[config.mk]
export PLATFORM = sky130hd
export DESIGN_NAME = ext_irq_pin_logic
export DESIGN_NICKNAME = d
export VERILOG_FILES = /design/src/irq_pin_pkg.sv /design/src/irq_edge_catch.sv /design/src/ext_irq_pin_logic.sv
export SDC_FILE = /design/constraint.sdc
export NUM_CORES = 1
export LEC_CHECK = 0
export BUFFER_PORTS_ARGS = -buffer_cell sky130_fd_sc_hd__buf_2
export CAP_MARGIN = 25
export CORE_AREA = 2 2 67 69
export DETAILED_ROUTE_END_ITERATION = 6
export DIE_AREA = 0 0 69 71
export PLACE_DENSITY = 0.91
export SKIP_CTS_REPAIR_TIMING = 1
export SYNTH_ARGS = -nofsm -noshare
export SYNTH_HDL_FRONTEND = slang
export SYNTH_HIERARCHICAL = 1
export SYNTH_SLANG_ARGS = --single-unit
[constraint.sdc]
create_clock -name clk_in -period 3.7 [get_ports clk_in]
set_input_delay 0.37 -clock clk_in [delete_from_list [all_inputs] [get_ports clk_in]]
set_output_delay 0.37 -clock clk_in [all_outputs]
set_load 0.01 [all_outputs]
[src/irq_pin_pkg.sv]
// Constants and types for the external interrupt pin logic
package irq_pin_pkg;
   localparam int NUM_CORE_IRQ = 16;
   localparam int NUM_EXT = 4;
   localparam int NUM_W = 4;
   localparam int SEL_W = 5;
   localparam logic [NUM_W-1:0] IDX_RESET = 4'h0;
   localparam logic [NUM_W-1:0] IDX_NMI = 4'h1;
   localparam logic [NUM_W-1:0] IDX_EXT_BASE = 4'h4;
   localparam logic [SEL_W-1:0] SEL_EXT_BASE = 5'h04;
   localparam logic [NUM_W-1:0] NUM_RESET_VAL = 4'h0;
   localparam logic [NUM_EXT-1:0] POL_RESET_VAL = 4'h0;
   localparam int SYNC_STAGES = 2;
   localparam int NMASK_LAST = 3;
   typedef enum logic [1:0] {
      ST_IDLE = 2'b00,
      ST_ACK = 2'b01
   } svc_state_t;
endpackage : irq_pin_pkg

[src/irq_edge_catch.sv]
// Synchroniser and polarity-selectable edge detector for one pin
`timescale 1ns/10ps
`default_nettype none
module irq_edge_catch
(
   // Clock and reset
   input wire logic clk_in,
   input wire logic srst_in,
   // Pin and edge choice (1 = falling)
   input wire logic pin_in,
   input wire logic falling_in,
   // One-cycle edge pulse
   output logic edge_out
);
   logic sync_a;
   logic sync_b;
   logic last;

   // Two stages; only sync_b is looked at
   always_ff @(posedge clk_in)
   begin
      if (srst_in)
      begin
         sync_a <= 1'b0;
         sync_b <= 1'b0;
         last <= 1'b0;
      end
      else
      begin
         sync_a <= pin_in;
         sync_b <= sync_a;
         last <= sync_b;
      end
   end

   always_comb
   begin
      edge_out = falling_in ? (last & ~sync_b) : (~last & sync_b);
   end
endmodule : irq_edge_catch
`default_nettype wire

[src/ext_irq_pin_logic.sv]
// Pin-level interrupt logic: edge capture, pending flags, ack and number
// What this block does
// - Nonmaskable request is caught only on a rising edge, never on level.
// - Four external inputs edge-triggered, each edge chosen by polarity bit.
// - Acknowledge asserts whenever the core starts servicing any interrupt.
// - While acknowledge is high, four-bit number names the serviced interrupt.
// - Number equals the interrupt's position in the service fetch table.
// - Sixteen priorities; 0 reset highest, 15 lowest; 0 to 3 nonmaskable.
// - After reset external inputs map to 4..7 (selectors 4..7), NMI to 1.
`timescale 1ns/10ps
`default_nettype none
module ext_irq_pin_logic
   import irq_pin_pkg::*;
(
   // Clock and reset
   input wire logic clk_in,
   input wire logic srst_in,
   // Interrupt pins
   input wire logic nmi_pin_in,
   input wire logic ext_irq_pin_a,
   input wire logic ext_irq_pin_b,
   input wire logic ext_irq_pin_c,
   input wire logic ext_irq_pin_d,
   // Edge polarity per external input (1 = falling)
   input wire logic [irq_pin_pkg::NUM_EXT-1:0] ext_irq_edge_polarity,
   // Core side
   input wire logic [irq_pin_pkg::NUM_CORE_IRQ-1:0] irq_enable_in,
   input wire logic [irq_pin_pkg::NUM_CORE_IRQ-1:0] pending_clear_in,
   input wire logic service_take_in,
   output logic [irq_pin_pkg::NUM_CORE_IRQ-1:0] pending_out,
   output logic irq_request_out,
   // Acknowledge and number pins
   output logic irq_service_ack_out,
   output logic serviced_irq_number_b3,
   output logic serviced_irq_number_b2,
   output logic serviced_irq_number_b1,
   output logic serviced_irq_number_b0
);
   import irq_pin_pkg::*;

   logic [NUM_EXT-1:0] ext_pins;
   logic [NUM_EXT-1:0] ext_edge;
   logic nmi_edge;
   logic [NUM_CORE_IRQ-1:0] raw_set;
   logic [NUM_CORE_IRQ-1:0] pending;
   logic [NUM_CORE_IRQ-1:0] eligible;
   logic [NUM_W-1:0] top_idx;
   logic top_valid;
   logic [NUM_W-1:0] number;
   logic [NUM_CORE_IRQ-1:0] svc_clear;
   svc_state_t state;
   logic take_now;

   // Highest priority = lowest index
   function automatic logic [NUM_W-1:0] pick(
      input logic [NUM_CORE_IRQ-1:0] req);
      logic [NUM_W-1:0] idx;
      idx = '0;
      for (int i = NUM_CORE_IRQ - 1; i >= 0; i--)
      begin
         if (req[i])
         begin
            idx = NUM_W'(i);
         end
      end
      return idx;
   endfunction : pick

   assign ext_pins = {ext_irq_pin_d, ext_irq_pin_c, ext_irq_pin_b,
                      ext_irq_pin_a};

   irq_edge_catch u_nmi
   (
      .clk_in(clk_in),
      .srst_in(srst_in),
      .pin_in(nmi_pin_in),
      .falling_in(1'b0),
      .edge_out(nmi_edge)
   );

   genvar g;
   generate
      for (g = 0; g < NUM_EXT; g++)
      begin : g_ext
         irq_edge_catch u_ext
         (
            .clk_in(clk_in),
            .srst_in(srst_in),
            .pin_in(ext_pins[g]),
            .falling_in(ext_irq_edge_polarity[g]),
            .edge_out(ext_edge[g])
         );
      end
   endgenerate

   // Default routing: NMI at 1, external at 4..7
   always_comb
   begin
      raw_set = '0;
      raw_set[IDX_NMI] = nmi_edge;
      for (int k = 0; k < NUM_EXT; k++)
      begin
         raw_set[int'(IDX_EXT_BASE) + k] = ext_edge[k];
      end
   end

   // Indices 0..3 ignore the enable mask
   always_comb
   begin
      for (int k = 0; k < NUM_CORE_IRQ; k++)
      begin
         eligible[k] = pending[k] & ((k <= NMASK_LAST) | irq_enable_in[k]);
      end
      top_valid = |eligible;
      top_idx = pick(eligible);
   end

   assign take_now = (state == ST_IDLE) && service_take_in && top_valid;

   always_comb
   begin
      svc_clear = '0;
      if (take_now)
      begin
         svc_clear[top_idx] = 1'b1;
      end
   end

   // Set wins over clear
   always_ff @(posedge clk_in)
   begin
      if (srst_in)
      begin
         pending <= '0;
      end
      else
      begin
         pending <= (pending & ~(pending_clear_in | svc_clear)) | raw_set;
      end
   end

   // Ack for one cycle per serviced interrupt
   always_ff @(posedge clk_in)
   begin
      if (srst_in)
      begin
         state <= ST_IDLE;
         number <= NUM_RESET_VAL;
      end
      else
      begin
         case (state)
            ST_IDLE:
            begin
               if (service_take_in && top_valid)
               begin
                  state <= ST_ACK;
                  number <= top_idx;
               end
            end
            ST_ACK:
            begin
               state <= ST_IDLE;
            end
            default:
            begin
               state <= ST_IDLE;
            end
         endcase
      end
   end

   always_ff @(posedge clk_in)
   begin
      if (srst_in)
      begin
         pending_out <= '0;
         irq_request_out <= 1'b0;
      end
      else
      begin
         pending_out <= pending;
         irq_request_out <= top_valid;
      end
   end

   // Ack pulse straight from its own flop
   always_ff @(posedge clk_in)
   begin
      if (srst_in)
      begin
         irq_service_ack_out <= 1'b0;
      end
      else
      begin
         irq_service_ack_out <= take_now;
      end
   end

   assign serviced_irq_number_b3 = number[3];
   assign serviced_irq_number_b2 = number[2];
   assign serviced_irq_number_b1 = number[1];
   assign serviced_irq_number_b0 = number[0];
endmodule : ext_irq_pin_logic
`default_nettype wire

# [After elaboration in Yosys (flattened, before gate mapping)]
# Index checks and enable logic that the tools add are counted.
[totals] register_bits=54 in_bits=44 output_inout_bits=22 elab_cells=89
[op_classes] n_reduce_logical=8 magnitude_cmp=2 bitwise_logic=35 n_mux=23
[op_table] op="4-bit 2-to-1 mux" count=16
[op_table] op="1-bit bitwise AND" count=21
[op_table] op="16-bit bitwise AND" count=1
[op_table] op="16-bit 2-to-1 mux" count=1
[op_table] op="16-bit NOT" count=1
[op_table] op="16-bit bitwise OR" count=1
[op_table] op="16-bit by 8-bit bitwise OR with 16-bit output" count=1
[op_table] op="16-bit OR reduction" count=1
[op_table] op="1-bit NOT" count=10
[op_table] op="4-bit by 5-bit < comparator with 1-bit output, second input constant" count=1
[op_table] op="1-bit 2-to-1 mux" count=5
[op_table] op="1-bit demux with 4-bit select" count=1
[op_table] op="4-bit by 1-bit greater-or-equal comparator with 1-bit output, second input constant" count=1
[op_table] op="1-bit logical AND" count=4
[op_table] op="2-bit logical NOT" count=1
[op_table] op="2-bit AND reduction" count=1
[op_table] op="2-bit OR reduction" count=1

# [Logic depth before layout (Yosys ltp)]
[depth] word_depth=26 depth_mapped=5 ltp_nobuf=5

# [Hierarchy]
# Netlist, hierarchy kept.
[by_module_without_submodules] module="ext_irq_pin_logic" seq_area_each_um2=780.7 cells_each=173 area_per_inst_um2=1640.3 n_inst=1
[by_module_without_submodules] module="irq_edge_catch" seq_area_each_um2=60.1 cells_each=9 area_per_inst_um2=101.3 n_inst=5

# [Least setup slack after synthesis]
# Ideal clock, no wire load.
[synth_path] path_kind="reg-to-reg" from="reg pending[3]" to="reg pending[7]" path_stages_with_launch=5 required_ns=3.583 setup_ns=0.117 period_less_slack_ns=1.488 arrival_ns=1.371 n_path_buf=0 setup_slack_ns=2.212 path_cell_list="dfxtp_1 > or4_1 > nor4_1 > nand3_1 > a32o_1"
[synth_between] elab_chain_len=13 elab_cells_between_ends=16 cone_classes="2 x order compare; 7 x mux; 4 x bitwise; 3 x reduce/logical"
[synth_lines] item="start: declaration" line_no="ext_irq_pin_logic.sv:45" rtl="logic [NUM_CORE_IRQ-1:0] pending;"
[synth_lines] item="start signal: assignment" line_no="ext_irq_pin_logic.sv:138" rtl="pending <= (pending & ~(pending_clear_in | svc_clear)) | raw_set;"
[synth_lines] item="4-bit 2-to-1 mux (4 in a row)" line_no="ext_irq_pin_logic.sv:61" rtl="if (req[i])"
[synth_lines] item="4-bit by 5-bit < comparator with 1-bit output (not written as such) / 4-bit by 1-bit greater-or-equal comparator with 1-bit output (equally long branches)" line_no="ext_irq_pin_logic.sv:125" rtl="svc_clear[top_idx] = 1'b1;"
[synth_lines] item="1-bit logical AND (not written as such)" line_no="ext_irq_pin_logic.sv:125"
[synth_lines] item="1-bit 2-to-1 mux (not written as such)" line_no="ext_irq_pin_logic.sv:125"
[synth_lines] item="1-bit demux with 4-bit select" line_no="ext_irq_pin_logic.sv:125"
[synth_lines] item="16-bit 2-to-1 mux *" line_no="ext_irq_pin_logic.sv:123" rtl="if (take_now)"
[synth_lines] item="16-bit bitwise OR *" line_no="ext_irq_pin_logic.sv:138"
[synth_lines] item="16-bit NOT *" line_no="ext_irq_pin_logic.sv:138"
[synth_lines] item="16-bit bitwise AND *" line_no="ext_irq_pin_logic.sv:138"
[synth_lines] item="16-bit by 8-bit bitwise OR with 16-bit output *" line_no="ext_irq_pin_logic.sv:138"
# Every way passes the cells marked *; elsewhere a longest branch is shown, timed or not.
# A chain may end at the register's enable or synchronous reset.

# [Worst setup path in the final report]
[layout_path] from="reg pending[3]" to="reg pending[10]"
# The elaborated chain is that of the path after synthesis.

==> flow_metrics.tcl <==
set metrics [dict create \
    grtUsageTotal 0.196 \
    synth_area_um2 2150 \
    drt_iter0_markers 109 \
    status "complete, no violations" \
    clkLatencyLatePin_ns 0.31 \
    finalWorstSetupSlack_ns 1.97 \
    tightest_slew_ns 0.739 \
    finalSetupTns_ns 0 \
    cp.arrival_ns 1.93 \
    synth.yosys.seq_area_share 0.503 \
    antennaDiodeCount 0 \
    synth_top_cell_by_area "dfxtp_1" \
    finalCritPeriodShare 0.469 \
    fp.dieW_um 69 \
    htree_levels 2 \
    path_max_fanout 6 \
    vdd_drop_max_mv 0.321 \
    p_leak_nw 1.10 \
    r2r_setup_slack_ns 1.97 \
    grt_max_degree 44 \
    post-route-cell-area_um2 2600 \
    synth-async-reset-ratio 0 \
    antenna_found_initial 0 \
    setup_violations 0 \
    overflow 0 \
    crit_slowest_cell "nor4_2" \
    ys_types 43 \
    yosysMostFrequentCell "dfxtp_1" \
    clk_pin_slew_ns 0.09 \
    drv_cap 0 \
    grt_pass1_wl_um 7610 \
    dpl-instance-area_um2 2510 \
    max_freq_ghz 0.577 \
    ys_seq_elements 54 \
    start_util 0.511 \
    synth_common_cells "54 x dfxtp_1, 32 x nor2b_1, 19 x nand2_1" \
    hold_path_end "pending[0]" \
    cts_inserted_buffers 5 \
    ios 66 \
    vias_per_cell 5.44 \
    dp_hpwl_um 3400 \
    worst-setup-path-type "flop to flop" \
    vias 1832 \
    r2r-start "pending[3]" \
    cpPeakStageDelay_ns 0.44 \
    reg2reg_to "pending[10]" \
    synth_edf_count 0 \
    hold_start "pending_clear_in[0]" \
    yosys_most_used_dff "dfxtp_1" \
    hold_depth 2 \
    drc 0 \
    drt-wirelength-per-cell_um 13.5 \
    rows 24 \
    syn_inst 218 \
    slew_violations 0 \
    core_area_um2 4200 \
    relSlewSlack 0.507 \
    crit_start "pending[3]" \
    grt_pass1_vias 1806 \
    yosys_warnings 6 \
    wl_um 4560 \
    tritoncts "done" \
    final_antenna_net_count 0 \
    gp_congestion 0.895 \
    clk_path_buf_depth 2 \
    synthToLayoutAreaGrowth_pct 21.1 \
    holdCritPathClass "input pin to flop" \
    layout-drive-gt1-share 0.302 \
    clock-sinks 54 \
    skew_ns 0.00385 \
    worstSetupStartpointType "flop" \
    fp.dieH_um 71 \
    drtPass1Iterations 4 \
    end_kind "flop" \
    dieArea_um2 4900 \
    power_density_nw_per_um2 384 \
    fin_nets 328 \
    path_buf_inv 0 \
    yosys.area.top_type_share 0.503 \
    crit_required_ns 3.89 \
    min_period_ns 1.73 \
    port_buffers 61 \
    dp_slack_ns 1.90 \
    rr_worst_depth 5 \
    cts_root_buf "clkbuf_8" \
    rsz0062_at_grt "no" \
    synthTopCellsByArea "dfxtp_1 50%, nor2b_1 9.3%, nand2b_1 4.4%" \
    path_delay_family "simple AND/OR/NAND/NOR gates" \
    path_cells "nor4_2, nand3_2, a211oi_2, nand2b_1, o21ai_0" \
    hold_viol 0 \
    syn_avg_cell_area_um2 9.85 \
]
-- cell families after synthesis --
group	count (synthesis)	synth area share
and+or+nand+nor	99	0.256
other	1	0.00175
buffers and inverters	9	0.0157
DFF	54	0.503
AOI/OAI and AO/OA	55	0.223
-- routing by layer --
metal	track usage	part of all wire	vias up
li1	-	-	912
met1	0.223	0.40	819
met2	0.332	0.49	88
met3	0.0613	0.078	13
met4	0.100	0.026	0
met5	0	0	-
-- how the worst max path moves through the flow --
stage                  endpoint  slack (ns)  cells after the start
floorplan            pending[7]        2.21                      4
global placement      number[1]        1.96                      5
detailed placement   pending[5]        1.90                      6
CTS                 pending[10]        1.98                      5
global route        pending[10]        1.83                      5
finish              pending[10]        1.97                      5
-- flip-flops by register name, indices dropped and copies added (netlist names) --
register / flops
g_ext.u_ext/sync_b: 4
u_nmi/last: 1
g_ext.u_ext/sync_a: 4
irq_request_out: 1
pending_out: 16
pending: 16
number: 4
u_nmi/sync_b: 1
g_ext.u_ext/last: 4
u_nmi/sync_a: 1
irq_service_ack_out: 1
state: 1
-- placed cells by master, fill, tap and decap left out, drive strengths merged, types with 2 or more instances in the layout --
cell / netlist / routed
a211oi: 4 / 4
a21oi: 9 / 9
a22o: 5 / 5
a22oi: 7 / 7
a31oi: 4 / 4
a32o: 3 / 3
a41oi: 3 / 3
buf: 0 / 61
clkbuf: 3 / 5
clkinv: 0 / 2
conb: 1 / 2
dfxtp: 54 / 54
inv: 6 / 6
nand2: 19 / 19
nand2b: 15 / 15
nand3: 3 / 3
nor2: 14 / 14
nor2b: 32 / 32
nor3: 4 / 4
nor4: 3 / 3
o211ai: 2 / 2
o21ai: 6 / 6
o22ai: 5 / 5
or3: 2 / 2
or4: 2 / 2
-- report_power, final --
part / leakage [nW] / internal, mW / switching, mW / total [mW]
Combinational: 0.614 / 0.0363 / 0.0439 / 0.0802
Sequential: 0.438 / 0.592 / 0.00583 / 0.598
Clock: 0.0441 / 0.133 / 0.187 / 0.320
-- area by class of cell --
cell class,instances,area [µm²]
multi-input combinational,156,1040
inverter,6,22.5
timing repair buffer,61,305
clock inverter,3,21.3
sequential,54,1080
tap,52,65.1
fill,366,1600
clock buffer,5,68.8
-- worst register-to-register path, cell delays in order (launching register included) --
cell and delay [ns]:
dfxtp_1 0.38, nor4_2 0.44, nand3_2 0.24, a211oi_2 0.34, nand2b_1 0.15, o21ai_0 0.06
-- stage by stage --
step / utilization / hold slack, ns / power, mW / cells
final: 0.618 / 0.201 / 0.998 / 337
after global placement: 0.597 / 0.416 / 0.689 / 329
after floorplan: - / 0.414 / 0.652 / 219
after global routing: 0.618 / 0.203 / 1.04 / 337
after detailed placement: 0.597 / 0.421 / 0.691 / 329
after CTS: 0.618 / 0.195 / 1.01 / 337
Note: power is estimated with default switching activity, not from simulation.
